==> src/pkg/flag_bank_pkg.sv <==
// constants and types for the timer status flag bank
// Functional notes
// - ch3 flags A-C clear only by 0-write after being read as 1.
// - capture into ch3 register A-C sets its flag in capture mode.
// - captures triggered by channel 9 compare match do not set ch3 flags.
// - ch3 counter equal to register A-C sets flag in compare mode.
// - in ch3 PWM mode flags A and B are never set.
// - bits 15..8 of ch6 and ch7 status read 0; software writes 0.
// - ch6 bits 7..4 are read-only directions D..A, 1 means down.
// - ch7 direction bit positions always read 0.
// - cycle flags bits 3..0 clear by 0-write after read as 1.
// - outside complementary PWM, counter equal cycle register sets cycle flag.
// - complementary PWM: ch6 counter A-C at zero counting down sets flag.
// - only a 0-write affects a clearable flag; otherwise read-only.
// - ch8 status holds sixteen one-shot flags, bit n for counter n, reset 0.
// - one-shot counter underflow sets its ch8 flag.
// - ch8 flags clear by 0-write after read while 1.
// - ch6 bits 7..4 give direction, ch6/7 bits 3..0 cycle compare status.
package flag_bank_pkg;
    localparam int ADDR_W = 4;
    localparam logic [ADDR_W-1:0] CH3_STATUS_OFS = 4'h0;
    localparam logic [ADDR_W-1:0] CH6_STATUS_OFS = 4'h4;
    localparam logic [ADDR_W-1:0] CH7_STATUS_OFS = 4'h8;
    localparam logic [ADDR_W-1:0] CH8_STATUS_OFS = 4'hc;
    localparam int DIR_LSB = 4;
    localparam int CYC_W = 4;
    localparam int CH3_W = 3;
    localparam int OS_W = 16;
    localparam logic [15:0] FLAG_RESET = 16'h0000;
    typedef enum logic [1:0] {
        BANK_CH3,
        BANK_CH6,
        BANK_CH7,
        BANK_CH8
    } bank_sel_t;
endpackage : flag_bank_pkg

==> src/pkg/flag_access_if.sv <==
// per-bank read and write-zero strobes
`timescale 1ns/1ps
`default_nettype none
interface flag_access_if #(parameter int W = 16);
    logic rd;
    logic wr;
    logic [W-1:0] wdata;
    logic [W-1:0] flags;
    modport ctrl (output rd, output wr, output wdata, input flags);
    modport bank (input rd, input wr, input wdata, output flags);
endinterface : flag_access_if
`default_nettype wire

==> src/core/timer_status_flag_bank.sv <==
// wishbone slave holding the timer status flags
//
// Added by the designer: the address map and the Wishbone interface to the registers.
`timescale 1ns/1ps
`default_nettype none
module timer_status_flag_bank (
    // clock and reset
    input wire logic clk_i,
    input wire logic rst_i,
    // wishbone slave
    input wire logic cyc_i,
    input wire logic stb_i,
    input wire logic we_i,
    input wire logic [flag_bank_pkg::ADDR_W-1:0] adr_i,
    input wire logic [3:0] sel_i,
    input wire logic [31:0] dat_i,
    output logic [31:0] dat_o,
    output logic ack_o,
    // channel 3 events
    input wire logic [2:0] ch3_capture_i,
    input wire logic [2:0] ch3_capture_by_ch9_i,
    input wire logic [2:0] ch3_compare_match_i,
    input wire logic [2:0] ch3_is_capture_i,
    input wire logic ch3_pwm_mode_i,
    // channels 6 and 7 events
    input wire logic [3:0] ch6_down_count_i,
    input wire logic [3:0] ch6_period_match_i,
    input wire logic [3:0] ch7_period_match_i,
    input wire logic [2:0] ch6_zero_down_i,
    input wire logic ch6_comp_pwm_i,
    // channel 8 underflow pulses, bit 0 counter a
    input wire logic [flag_bank_pkg::OS_W-1:0] oneshot_underflow_i
);
    import flag_bank_pkg::*;

    logic ack_q, ack_d;
    logic [31:0] dat_q, dat_d;
    logic req;
    logic lane_lo;
    logic [2:0] ch3_set;
    logic [3:0] ch6_set;
    logic [3:0] ch7_set;
    logic [3:0] dir_q;
    logic [3:0] dir_d;

    flag_access_if #(.W(CH3_W)) ch3_acc ();
    flag_access_if #(.W(CYC_W)) ch6_acc ();
    flag_access_if #(.W(CYC_W)) ch7_acc ();
    flag_access_if #(.W(OS_W)) ch8_acc ();

    event_decode u_decode (
        .ch3_capture_i(ch3_capture_i),
        .ch3_capture_by_ch9_i(ch3_capture_by_ch9_i),
        .ch3_compare_match_i(ch3_compare_match_i),
        .ch3_is_capture_i(ch3_is_capture_i),
        .ch3_pwm_mode_i(ch3_pwm_mode_i),
        .ch6_period_match_i(ch6_period_match_i),
        .ch7_period_match_i(ch7_period_match_i),
        .ch6_zero_down_i(ch6_zero_down_i),
        .ch6_comp_pwm_i(ch6_comp_pwm_i),
        .ch3_set_o(ch3_set),
        .ch6_set_o(ch6_set),
        .ch7_set_o(ch7_set)
    );

    clear_flag_bank #(.W(CH3_W)) u_ch3 (
        .clk_i(clk_i),
        .rst_i(rst_i),
        .set_i(ch3_set),
        .acc(ch3_acc.bank)
    );
    clear_flag_bank #(.W(CYC_W)) u_ch6 (
        .clk_i(clk_i),
        .rst_i(rst_i),
        .set_i(ch6_set),
        .acc(ch6_acc.bank)
    );
    clear_flag_bank #(.W(CYC_W)) u_ch7 (
        .clk_i(clk_i),
        .rst_i(rst_i),
        .set_i(ch7_set),
        .acc(ch7_acc.bank)
    );
    clear_flag_bank #(.W(OS_W)) u_ch8 (
        .clk_i(clk_i),
        .rst_i(rst_i),
        .set_i(oneshot_underflow_i),
        .acc(ch8_acc.bank)
    );

    // one access per request; ack_q blocks a second strobe in the ack cycle
    assign req = cyc_i && stb_i && !ack_q;
    // flags live in the low half-word; writes need byte lane 0
    assign lane_lo = sel_i[0];

    assign ch3_acc.rd = req && !we_i && (adr_i == CH3_STATUS_OFS);
    assign ch6_acc.rd = req && !we_i && (adr_i == CH6_STATUS_OFS);
    assign ch7_acc.rd = req && !we_i && (adr_i == CH7_STATUS_OFS);
    assign ch8_acc.rd = req && !we_i && (adr_i == CH8_STATUS_OFS);
    assign ch3_acc.wr = req && we_i && lane_lo && (adr_i == CH3_STATUS_OFS);
    assign ch6_acc.wr = req && we_i && lane_lo && (adr_i == CH6_STATUS_OFS);
    assign ch7_acc.wr = req && we_i && lane_lo && (adr_i == CH7_STATUS_OFS);
    // upper byte of the one-shot flags needs lane 1 as well
    assign ch8_acc.wr = req && we_i && (adr_i == CH8_STATUS_OFS) && (sel_i[1:0] == 2'h3);
    assign ch3_acc.wdata = dat_i[CH3_W-1:0];
    assign ch6_acc.wdata = dat_i[CYC_W-1:0];
    assign ch7_acc.wdata = dat_i[CYC_W-1:0];
    assign ch8_acc.wdata = dat_i[OS_W-1:0];

    always_comb begin
        // direction bits are plain status, not writable
        dir_d = ch6_down_count_i;
        ack_d = req;
        dat_d = 32'h0000_0000;
        if (req && !we_i) begin
            unique case (adr_i)
                CH3_STATUS_OFS: dat_d = {29'h0, ch3_acc.flags};
                CH6_STATUS_OFS: dat_d = {24'h0, dir_q, ch6_acc.flags};
                CH7_STATUS_OFS: dat_d = {24'h0, 4'h0, ch7_acc.flags};
                CH8_STATUS_OFS: dat_d = {16'h0, ch8_acc.flags};
                default: dat_d = 32'h0000_0000;
            endcase
        end
    end

    always_ff @(posedge clk_i) begin
        if (rst_i) begin
            ack_q <= 1'b0;
            dat_q <= 32'h0000_0000;
            dir_q <= 4'h0;
        end else begin
            ack_q <= ack_d;
            dat_q <= dat_d;
            dir_q <= dir_d;
        end
    end

    assign ack_o = ack_q;
    assign dat_o = dat_q;
endmodule : timer_status_flag_bank
`default_nettype wire

==> src/core/clear_flag_bank.sv <==
// bank of read-then-write-zero sticky flags
`timescale 1ns/1ps
`default_nettype none
module clear_flag_bank #(
    parameter int W = 16
) (
    // clock and reset
    input wire logic clk_i,
    input wire logic rst_i,
    // hardware set events
    input wire logic [W-1:0] set_i,
    // software access
    flag_access_if.bank acc
);
    import flag_bank_pkg::*;
    logic [W-1:0] flag_q, flag_d;
    logic [W-1:0] armed_q, armed_d;
    logic [W-1:0] clr;

    always_comb begin
        // a bit is armed only after a read that returned 1
        clr = acc.wr ? (armed_q & ~acc.wdata) : '0;
        armed_d = armed_q;
        if (acc.rd) begin
            armed_d = flag_q;
        end else if (acc.wr) begin
            armed_d = '0;
        end
        // set beats clear so no event is dropped
        flag_d = (flag_q & ~clr) | set_i;
        armed_d = armed_d & flag_d;
    end

    always_ff @(posedge clk_i) begin
        if (rst_i) begin
            flag_q <= FLAG_RESET[W-1:0];
            armed_q <= '0;
        end else begin
            flag_q <= flag_d;
            armed_q <= armed_d;
        end
    end

    assign acc.flags = flag_q;
endmodule : clear_flag_bank
`default_nettype wire

==> src/core/event_decode.sv <==
// turns counter events into per-flag set pulses
`timescale 1ns/1ps
`default_nettype none
module event_decode (
    // channel 3
    input wire logic [2:0] ch3_capture_i,
    input wire logic [2:0] ch3_capture_by_ch9_i,
    input wire logic [2:0] ch3_compare_match_i,
    input wire logic [2:0] ch3_is_capture_i,
    input wire logic ch3_pwm_mode_i,
    // channels 6 and 7
    input wire logic [3:0] ch6_period_match_i,
    input wire logic [3:0] ch7_period_match_i,
    input wire logic [2:0] ch6_zero_down_i,
    input wire logic ch6_comp_pwm_i,
    // set outputs
    output logic [2:0] ch3_set_o,
    output logic [3:0] ch6_set_o,
    output logic [3:0] ch7_set_o
);
    import flag_bank_pkg::*;
    logic [2:0] cap;
    logic [2:0] cmp;
    always_comb begin
        cap = ch3_capture_i & ~ch3_capture_by_ch9_i & ch3_is_capture_i;
        cmp = ch3_compare_match_i & ~ch3_is_capture_i;
        ch3_set_o = cap | cmp;
        if (ch3_pwm_mode_i) begin
            ch3_set_o[1:0] = 2'h0;
        end
        if (ch6_comp_pwm_i) begin
            // counter d has no zero event, so it stays quiet here
            ch6_set_o = {1'b0, ch6_zero_down_i};
        end else begin
            ch6_set_o = ch6_period_match_i;
        end
        ch7_set_o = ch7_period_match_i;
    end
endmodule : event_decode
`default_nettype wire

==> config.mk <==
export PLATFORM = sky130hd
export DESIGN_NAME = timer_status_flag_bank
export DESIGN_NICKNAME = d
export VERILOG_FILES = /design/src/pkg/flag_bank_pkg.sv /design/src/pkg/flag_access_if.sv /design/src/core/timer_status_flag_bank.sv /design/src/core/clear_flag_bank.sv /design/src/core/event_decode.sv
export SDC_FILE = /design/constraint.sdc
export NUM_CORES = 1
export LEC_CHECK = 0
export ABC_CLOCK_PERIOD_IN_PS = 2400
export BUFFER_PORTS_ARGS = -buffer_cell sky130_fd_sc_hd__clkbuf_2
export CAP_MARGIN = 10
export CORE_MARGIN = 3
export CORE_UTILIZATION = 50
export DETAILED_ROUTE_END_ITERATION = 8
export PLACE_DENSITY = 0.87
export SLEW_MARGIN = 5
export SYNTH_ARGS = -nofsm -noshare
export SYNTH_HDL_FRONTEND = slang
export SYNTH_SLANG_ARGS = --single-unit
==> constraint.sdc <==
create_clock -name clk_i -period 2.4 [get_ports clk_i]
set_input_delay 0.48 -clock clk_i [delete_from_list [all_inputs] [get_ports clk_i]]
set_output_delay 0.48 -clock clk_i [all_outputs]
set_load 0.005 [all_outputs]
==> summary.md, run 1 <==
| Metric | Value |
|---|---|
| Clock Skews | 7.742 ps |
| Max VDD drop | 0.4159 mV |
| P per Cell Area | 684.5 nW/um^2 |
| Vias | 2835 |
| Clock sinks | 75 |
| Grt ovf | 0 |
| DR iter-0 viols | 256 |
| Critical Path End Type | flip-flop |
| Port bufs | 88 |
| Critical path peak fanout | 7 |
| Mean post-synth cell area | 9.384 um^2 |
| Die ar. | 7133 um^2 |
| Synth Area in Simple Gates | 30.45% |
| Fraction of layout cells with a size suffix above 1 | 28.57% |
| Post-synth top area share | 48.78% |
| TNS Setup | 0 ps |
| Number of distinct library cells after synthesis | 34 |
| Cell row count | 27 |
| Post-Syn Area | 3078 um^2 |
| Post-synth EDFFs | 0 |
| Top-count cell post-synth | dfxtp_1 |
| Final Hold Violating Endpoints | 0 |
| Adder-cell share of the synthesized area | 0% |
| Fmax | 595.5 MHz |
| Final setup fails | 0 |
| Gate power share | 8.2% |
| Final Util | 65.47% |
| Sequential-to-total area share from yosys stat | 48.78% |
| GRT Total Usage | 20.85% |
| Worst EP required | 2630 ps |
| Post-CTS setup buffers | 0 |
| Min Clock Period, post-route | 1679 ps |
| CP arrival | 1910 ps |
| MaxCap Viol Count | 0 |
| Status | finished clean |
| Main combinational cell family by area after synthesis | simple AND/OR/NAND/NOR gates |
| Yosys synthesis warning count | 0 |
| Die Y | 84.46 um |
| Starting Density | 53.59% |
| Initial antenna violation count | 0 |
| DRC violations left | 0 |
| HP Class | in -> reg |
| Critical path's top delay family | simple AND/OR/NAND/NOR gates |
| Post-CTS Resized | 0 |
| Clock buffer depth | 2 |
| Post-DP HPWL | 5.618 mm |
| Pin count of the biggest net entering global routing | 27 |
| Clock Latency Late Sink | 340 ps |
| Clock power share | 40.8% |
| Setup CP Type | in -> reg |
| GPL Wtd Cong | 0.8892 |
| H-tree depth | 3 |
| Cells after Synth | 328 |
| DP Cell Count | 484 |
| Post-synth ARST share | 0% |
| 1st-pass router iterations | 5 |
| Syn-to-layout area delta | 22.15% |
| Sequential share of power | 51.0% |
| Post-route antenna net violation count | 0 |
| Area of the core | 5743 um^2 |
| Die X | 84.46 um |
| Num ports | 123 |
| Post-route insts no fill | 499 |
| Xor/xnor share of the synthesized area | 0% |
| CTS root buf | clkbuf_8 |
| Int Power | 1.987 mW |
| WP buf/inv | 1 |
| Seq cells post-synth | 75 |
| Sw frac | 22.82% |
| Psw | 0.5873 mW |
| CTS tree | yes |
| TritonCTS buffer count | 9 |
| Wirelength per Cell | 15.34 um |
| First-pass GRT wire length | 11.91 mm |
| Synth area leaders | dfxtp_1, nor3_1, nor2_1 |
| Final period utilization | 69.97% |
| CP Cell Sequence | clkbuf_2 > or4b_4 > o41ai_1 > a21oi_1 > nor2b_1 |
| Routed Wire Length | 7.655 mm |
| Top cells by count, synth | dfxtp_1, nor2_1, nor3_1, a21oi_1, a22oi_1 |
| Worst path max stage delay | 590 ps |
| Max Slew Vio Count | 0 |
| Final hold slack | 346.4 ps |
| Vias in the first global route | 2642 |
| Fill count | 445 |
| Nets | 513 |
| Worst-Margin Slew | 684.3 ps |
| CP Launch Type | primary input |
| Via/cell ratio | 5.681 |
| RSZ-0062 raised after global routing | no |
| Mux cell area share after synthesis | 1.626% |
| Cts hold-fix bufs | 0 |
| Post-synthesis compound-gate area fraction | 12.68% |
| Crit-path slowest cell | or4b_4 |
| Ys flop type | dfxtp_1 |
| Diode count | 0 |
| Clock transition at path regs | 70 ps |
| Yosys top cell by area | dfxtp_1 |
| Leakage | 1.531 nW |
| Max-slew headroom | 53.96% |
[final timing paths]
path                                    start                       endpoint  slack [ps]  depth (start not counted)
setup reg to reg             ack_o$_SDFF_PP0_  u_ch8.acc.flags[7]$_SDFF_PP0_         860                          5
hold / removal            ch6_down_count_i[2]            dir_q[2]$_SDFF_PP0_         350                          2
setup / recovery                     adr_i[3]    u_ch6.armed_q[0]$_SDFF_PP0_         720                          5
hold reg to reg   u_ch3.armed_q[1]$_SDFF_PP0_    u_ch3.armed_q[1]$_SDFF_PP0_         470                          2
[worst reg2reg max path: stages, from the launching register on]
cell and delay, ps:
dfxtp_1 320, and3b_1 350, nand4_2 130, buf_4 220
nor4b_1 320, nor3_1 90
[metrics by stage]
stage	setup WS (ps)	total power, mW	cell area, um^2
2_1_floorplan	624.4	1.460	3134
3_3_place_gp	450.0	1.539	3545
3_5_place_dp	395.7	1.549	3545
4_1_cts	756.7	2.579	3760
5_1_grt	610.8	2.652	3760
6_report	720.7	2.574	3760
[state kept, by name, summed over array words and instances (netlist names)]
| name | cells |
|---|---|
| dir_q | 4 |
| u_ch6.acc.flags | 4 |
| u_ch6.armed_q | 4 |
| ack_o | 1 |
| u_ch3.acc.flags | 3 |
| u_ch8.armed_q | 16 |
| u_ch3.armed_q | 3 |
| u_ch8.acc.flags | 16 |
| dat_o | 16 |
| u_ch7.armed_q | 4 |
| u_ch7.acc.flags | 4 |
[cell type report]
| cell class | count | area, um^2 | share of cell area (%) |
|---|---|---|---|
| flip-flops and latches | 75 | 1501 | 39.93 |
| multi-input cells | 239 | 1438 | 38.24 |
| repair buffers | 98 | 515.5 | 13.71 |
| clock buffers | 10 | 137.6 | 3.661 |
| well taps | 72 | 90.09 | 2.396 |
| clock inverters | 5 | 77.57 | 2.063 |
[cell usage in the layout, fill, tap and decap left out, types with 3 or more instances in the layout]
master     n
dfxtp_1   75
nor4_1     3
conb_1    16
nand3_1    3
a21oi_1   24
nor2b_1   15
clkbuf_2  88
nor2_1    46
o41ai_1    5
a311oi_1   4
nand2_1    6
nand2b_1  13
buf_4     10
and2_1     9
nor4b_1   17
nor3_1    35
a22oi_1   19
clkbuf_8  10
mux2i_1    5
[cell families after synthesis]
family | Yosys count
flip-flops | 75
other | 1
multiplexers | 5
buffers and inverters | 29
AO/OA/AOI/OAI | 58
AND/OR/NAND/NOR | 160
[metal layers]
layer,track usage (%),wire (um),vias up
met5,0,0,-
met3,4.122,542,24
met1,25.09,3050,1325
met2,34.29,3803,141
met4,12.66,258,0
li1,-,-,1345
[power groups by stage]
stage / sequential (mW) / clock [mW] / combinational (mW)
floorplan: 1.33 / 0 / 0.128
global placement: 1.34 / 0 / 0.201
detailed placement: 1.34 / 0 / 0.208
CTS: 1.31 / 1.06 / 0.210
global route: 1.32 / 1.10 / 0.234
finish: 1.31 / 1.05 / 0.212
Note: power is estimated with default switching activity, not from simulation.
==> inputs of run 2 (changes only) <==
ABC_AREA = 1   (was default)
ABC_CLOCK_PERIOD_IN_PS = 1590   (was 2400)
PLACE_DENSITY = 0.84   (was 0.87)
clock period = 1.59 ns   (was 2.4 ns; I/O delays follow)
==> run 2 against run 1 <==
- design area up 15%
- synthesized cell count up 70%
- total power up 44%
- highest routed layer unchanged
==> summary.md, run 2 <==
| Metric | Value |
|---|---|
| Status | finished clean |
| Mux cell area share after synthesis | 0.8239% (-0.80 points) |
| Vias | 3402 (+20%) |
| First-pass GRT wire length | 13.46 mm (+13%) |
| Wirelength per Cell | 10.73 um (-30%) |
| Syn-to-layout area delta | 18.88% |
| Clock buffer depth | 2 (unchanged) |
| Met2 wire len | 3.960 mm (+4.1%) |
| Die Y | 91.38 um (+8.2%) |
| Synth area leaders | dfxtp_1, nand2_1, inv_1 |
| CTS tree | yes |
| TritonCTS buffer count | 9 (unchanged) |
| Area of the multi-input gates | 1549 um^2 (+7.7%) |
| Top Metal Used | met4 |
| Gate power share | 9.5% (+1.3 points) |
| Worst R2R Setup Slack | 140 ps (-720 ps) |
| Fraction of layout cells with a size suffix above 1 | 20.09% (-8.5 points) |
| DRC violations left | 0 (unchanged) |
| Metal3 WL | 539 um (-0.55%) |
| RSZ-0062 raised after global routing | no |
| Fmax | 689.8 MHz |
| Clock Latency Late Sink | 350 ps (about the same) |
| Diode count | 0 (unchanged) |
| Sequential share of power | 53.3% (+2.3 points) |
| Fill count | 605 (+36%) |
| Sequential-to-total area share from yosys stat | 41.19% (-7.6 points) |
| Critical path's top delay family | simple AND/OR/NAND/NOR gates |
| Xor/xnor share of the synthesized area | 0% (unchanged) |
| CP arrival | 1690 ps (-220 ps) |
| Yosys synthesis warning count | 0 (unchanged) |
| Main combinational cell family by area after synthesis | simple AND/OR/NAND/NOR gates |
| Routed Wire Length | 8.078 mm (+5.5%) |
| Reg2reg path depth | 9 (+4) |
| WP buf/inv | 3 (+2) |
| Adder-cell share of the synthesized area | 0% (unchanged) |
| Setup CP Type | reg -> reg |
| Crit-path slowest cell | dfxtp_1 |
| Nets | 742 (+45%) |
| Clock sinks | 75 (unchanged) |
| Leakage | 2.422 nW (+58%) |
| Min Clock Period, post-route | 1450 ps |
| Die ar. | 8350 um^2 (+17%) |
| CP Launch Type | flip-flop |
| Die X | 91.38 um (+8.2%) |
| Cell row count | 30 (+11%) |
| Clock Skews | 7.042 ps (-0.6995 ps) |
| Clock transition at path regs | 80 ps (about the same) |
| Starting Density | 52.49% (-1.1 points) |
| Cts hold-fix bufs | 0 (unchanged) |
| Commonest cells after routing, fill and taps aside | nand2_1, inv_1, clkbuf_2 |
| Post-CTS Resized | 0 (unchanged) |
| Top cells by count, synth | nand2_1, inv_1, dfxtp_1, nor2_1, nand3_1 |
| Vias in the first global route | 3107 (+18%) |
| Post-route insts no fill | 753 (+51%) |
| Storage cell area | 1501 um^2 (unchanged) |
| Worst EP required | 1830 ps (-800 ps) |
| Port bufs | 88 (unchanged) |
| Via/cell ratio | 4.518 (-20%) |
| Post-CTS setup buffers | 0 (unchanged) |
| Critical Path End Type | flip-flop |
| Seq cells post-synth | 75 (unchanged) |
| Post-route antenna net violation count | 0 (unchanged) |
| CP most frequent cell | nand2_1 |
| Critical path peak fanout | 9 (+2) |
| Post-synth ARST share | 0% (unchanged) |
| Psw | 0.9176 mW (+56%) |
| Levels on crit path | 9 (+4) |
| GPL Wtd Cong | 0.7818 (-12%) |
| Max VDD drop | 0.4218 mV (+1.4%) |
| 1st-pass router iterations | 4 (-1) |
| Initial antenna violation count | 0 (unchanged) |
| Wl on met1 | 3.383 mm (+11%) |
| DP Cell Count | 737 (+52%) |
| TNS Setup | 0 ps (unchanged) |
| MaxCap Viol Count | 0 (unchanged) |
| Area after DPL | 4143 um^2 (+17%) |
| DR iter-0 viols | 170 (-34%) |
| Post-synthesis compound-gate area fraction | 3.673% (-9.0 points) |
| Cells after Synth | 556 (+70%) |
| Grt ovf | 0 (unchanged) |
| Sw frac | 24.83% (+2.0 points) |
| Post-route design area | 4333 um^2 (+15%) |
| H-tree depth | 3 (unchanged) |
| CP Cell Sequence | inv_1 > nand3_2 > nor2_4 > buf_4 > nand3_1 > nand2_1 > nand2_1 > nand2_1 > inv_1 |
| Mean post-synth cell area | 6.555 um^2 (-30%) |
| HP Class | in -> reg |
| Worst path max stage delay | 330 ps (-260 ps) |
| Final Hold Violating Endpoints | 0 (unchanged) |
| Pin count of the biggest net entering global routing | 21 (-22%) |
| GRT Total Usage | 19.88% (-0.97 points) |
| Final period utilization | 91.18% |
| Post-DP HPWL | 5.955 mm (+6.0%) |
| Ys flop type | dfxtp_1 |
| Most common cell after layout, fill and taps aside | nand2_1 |
| CTS root buf | clkbuf_8 |
| Synth Area in Simple Gates | 36.35% (+5.9 points) |
| Post-Syn Area | 3645 um^2 (+18%) |
| Yosys top cell by area | dfxtp_1 |
| Area of the core | 6944 um^2 (+21%) |
| Clock power share | 37.2% (-3.6 points) |
| Num ports | 123 (unchanged) |
| Number of distinct library cells after synthesis | 25 (-26%) |
| Top-count cell post-synth | nand2_1 |
| Worst Hold Depth | 3 (+1) |
| Final setup fails | 0 (unchanged) |
| Max Slew Vio Count | 0 (unchanged) |
| Int Power | 2.777 mW (+40%) |
| Post-synth EDFFs | 0 (unchanged) |
| Post-synth top area share | 41.19% (-7.6 points) |
| P per Cell Area | 852.7 nW/um^2 (+25%) |
-- run 2: metal layers --
layer | vias up | global-route usage [%]
met4 | 0 | 9.548
met2 | 121 | 34.14
met1 | 1478 | 23.67
met3 | 16 | 3.728
met5 | - | 0
li1 | 1787 | -
-- run 2: final cells by class --
class	count	share of cell area, %
multi-input cells	353	35.75
flip-flops and latches	75	34.65
well taps	96	2.772
clock buffers	13	3.898
repair buffers	98	12.47
inverters	115	9.962
clock inverters	3	0.4909
-- run 2: path summary, 6_finish.rpt --
path / endpoint / from
worst min register to register: dat_o[12]$_SDFF_PP0_ / u_ch8.acc.flags[12]$_SDFF_PP0_
worst max-delay path: u_ch8.acc.flags[9]$_SDFF_PP0_ / ack_o$_SDFF_PP0_
worst min-delay path: dir_q[2]$_SDFF_PP0_ / ch6_down_count_i[2]
worst max register to register: u_ch8.acc.flags[9]$_SDFF_PP0_ / ack_o$_SDFF_PP0_
-- run 2: worst register-to-register path, delay by kind of cell, from the launching register on --
family | cells | cell delay [ps]
flip-flops | 1 | 330
buffers and inverters | 3 | 340
AND/OR/NAND/NOR | 6 | 690
-- run 2: power groups by stage --
stage               sequential (mW)  clock, mW  combinational (mW)
floorplan                      2.01          0               0.229
global placement               2.01          0               0.340
detailed placement             2.01          0               0.348
CTS                            1.97       1.38               0.353
global route                   1.98       1.47               0.402
finish                         1.97       1.37               0.351
-- run 2: cell families (layout without fill, tap and decap cells) --
kind of cell           count (synthesis)  in the layout
multiplexers                           3              3
AO/OA/AOI/OAI                         26             26
AND/OR/NAND/NOR                      308            308
buffers and inverters                143            229
other                                  1             16
flip-flops                            75             75
-- run 2: through the flow --
step                setup slack (ps)  power [mW]  hold WS [ps]  utilization [%]
global placement               13.38       2.349         449.8            59.66
floorplan                      360.3       2.234         425.0                -
global route                   42.45       3.844         167.4            62.40
finish                         140.3       3.695         166.1            62.40
detailed placement            -7.995       2.361         454.4            59.66
CTS                            136.8       3.702         168.5            62.40
==> inputs of run 3 (changes only) <==
CTS_BUF_LIST = sky130_fd_sc_hd__clkbuf_4 sky130_fd_sc_hd__clkbuf_8 sky130_fd_sc_hd__clkbuf_16   (was default)
SKIP_LAST_GASP = 1   (was default)
==> run 3 against run 2 <==
- total power increased by 0.48%
- die area is the same
- sequential power is essentially flat
- largest cell class unchanged
- register-to-register slack is essentially flat
==> summary.md, run 3 (synthesis gave the netlist of run 2 again) <==
| Metric | Value |
|---|---|
| Clock Skews | 6.819 ps (-0.2230 ps) |
| Final period utilization | 91.99% (+0.81 points) |
| Setup CP Type | reg -> reg |
| RSZ-0062 raised after global routing | no |
| P per Cell Area | 856.1 nW/um^2 (+0.39%) |
| Routed Wire Length | 8.149 mm (+0.88%) |
| Port bufs | 88 (unchanged) |
| Cts hold-fix bufs | 0 (unchanged) |
| Final setup fails | 0 (unchanged) |
| CTS root buf | clkbuf_8 |
| CP arrival | 1700 ps (about the same) |
| Syn-to-layout area delta | 18.98% (about the same) |
| Final Hold Violating Endpoints | 0 (unchanged) |
| DRC violations left | 0 (unchanged) |
| CTS tree | yes |
| Num ports | 123 (unchanged) |
| Pin count of the biggest net entering global routing | 21 (unchanged) |
| Wirelength per Cell | 10.82 um (+0.88%) |
| Sw frac | 24.73% (-0.11 points) |
| Clock sinks | 75 (unchanged) |
| Post-CTS setup buffers | 0 (unchanged) |
| Pre-CTS setup slack | -7.995 ps (unchanged) |
| Area of the core | 6944 um^2 (unchanged) |
| Clock transition at path regs | 80 ps (about the same) |
| Die ar. | 8350 um^2 (unchanged) |
| Via/cell ratio | 4.481 (-0.82%) |
| Fraction of layout cells with a size suffix above 1 | 20.24% (+0.15 points) |
| Min Clock Period, post-route | 1463 ps (+12.93 ps) |
| Final WS setup | 127.3 ps (-12.93 ps) |
| Max Slew Vio Count | 0 (unchanged) |
| Starting Density | 52.49% (unchanged) |
| Post-DP HPWL | 5.955 mm (unchanged) |
| Clock power share | 37.5% (+0.3 points) |
| Initial antenna violation count | 0 (unchanged) |
| Worst EP required | 1830 ps (about the same) |
| Int Power | 2.795 mW (+0.62%) |
| Status | finished clean |
| Sequential share of power | 53.1% (-0.2 points) |
| Critical path peak fanout | 9 (unchanged) |
| H-tree depth | 3 (unchanged) |
| Leakage | 2.426 nW (+0.14%) |
| Clock buffer depth | 2 (unchanged) |
| Gate power share | 9.5% (about the same) |
| Post-route antenna net violation count | 0 (unchanged) |
| 1st-pass router iterations | 4 (unchanged) |
| Reg2reg path depth | 9 (unchanged) |
| DR iter-0 viols | 160 (-5.9%) |
| Critical Path End Type | flip-flop |
| Die X | 91.38 um (unchanged) |
| CP Launch Type | flip-flop |
| Die Y | 91.38 um (unchanged) |
| Diode count | 0 (unchanged) |
| Vias | 3374 (-0.82%) |
| GR Util met2 | 34.14% (unchanged) |
| GPL Wtd Cong | 0.7818 (unchanged) |
| Fmax | 683.7 MHz (-0.88%) |
| Clock Latency Late Sink | 340 ps (about the same) |
| Gr busiest metal | met2 |
| GRT Total Usage | 19.88% (unchanged) |
| Final Util | 62.45% (about the same) |
| Most common cell after layout, fill and taps aside | nand2_1 |
| Vias in the first global route | 3123 (+0.51%) |
| HP Class | in -> reg |
| Max VDD drop | 0.4208 mV (-0.22%) |
| Commonest cells after routing, fill and taps aside | nand2_1, inv_1, clkbuf_2 |
| Worst Hold Depth | 3 (unchanged) |
| Grt ovf | 0 (unchanged) |
| MaxCap Viol Count | 0 (unchanged) |
| First-pass GRT wire length | 13.48 mm (+0.10%) |
| Psw | 0.9181 mW (about the same) |
| Nets | 742 (unchanged) |
| Cell row count | 30 (unchanged) |
| TritonCTS buffer count | 9 (unchanged) |
| Met3 usage | 3.977% (+0.25 points) |
| GRT met1 Usage | 23.41% (-0.26 points) |
| Fill count | 604 (-0.17%) |
| Post-CTS Resized | 0 (unchanged) |
run 3: changes by cell type in the layout (fill, tap and decap cells not counted):
cell	delta
clkbuf_4	+1
clkbuf_1	-1
run 3: through the flow:
stage	hold WS [ps]	power (mW)	cell area, um^2	instances	setup TNS [ps]
2_1_floorplan	425.0	2.234	3701	571	0
3_3_place_gp	449.8	2.349	4143	737	0
3_5_place_dp	454.4	2.361	4143	737	-7.995
4_1_cts	170.4	3.719	4337	753	0
5_1_grt	167.0	3.862	4337	753	0
6_report	168.8	3.713	4337	753	0
run 3: final timing paths:
kind / startpoint / to / slack, ps
max: ack_o$_SDFF_PP0_ / u_ch8.acc.flags[9]$_SDFF_PP0_ / 130
min: ch6_down_count_i[2] / dir_q[2]$_SDFF_PP0_ / 170
max reg2reg: ack_o$_SDFF_PP0_ / u_ch8.acc.flags[9]$_SDFF_PP0_ / 130
min reg2reg: u_ch8.acc.flags[12]$_SDFF_PP0_ / dat_o[12]$_SDFF_PP0_ / 460
run 3: cell type report:
type | instances | area (um^2) | share of cell area [%]
multi-input cells | 353 | 1549 | 35.72
flip-flops and latches | 75 | 1501 | 34.62
repair buffers | 98 | 540.5 | 12.46
inverters | 115 | 431.7 | 9.954
clock buffers | 13 | 172.7 | 3.982
well taps | 96 | 120.1 | 2.770
clock inverters | 3 | 21.27 | 0.4905
run 3: power by group through the flow:
stage               combinational [mW]  sequential, mW  clock (mW)
floorplan                        0.229            2.01           0
global placement                 0.340            2.01           0
detailed placement               0.348            2.01           0
CTS                              0.353            1.97        1.40
global route                     0.402            1.98        1.48
finish                           0.351            1.97        1.39
run 3: worst max-delay path, cell delays in order (launching register included):
cell     delay (ps)
dfxtp_1         330
inv_1            60
nand3_2         130
nor2_4          220
buf_4           220
nand3_1         100
nand2_1          80
nand2_1          60
nand2_1         100
inv_1            60
run 3: routing by layer:
layer	vias to the layer above	share of wire, %
met1	1462	42
met4	0	1.9
li1	1791	-
met3	15	6.6
met2	106	49
met5	-	0
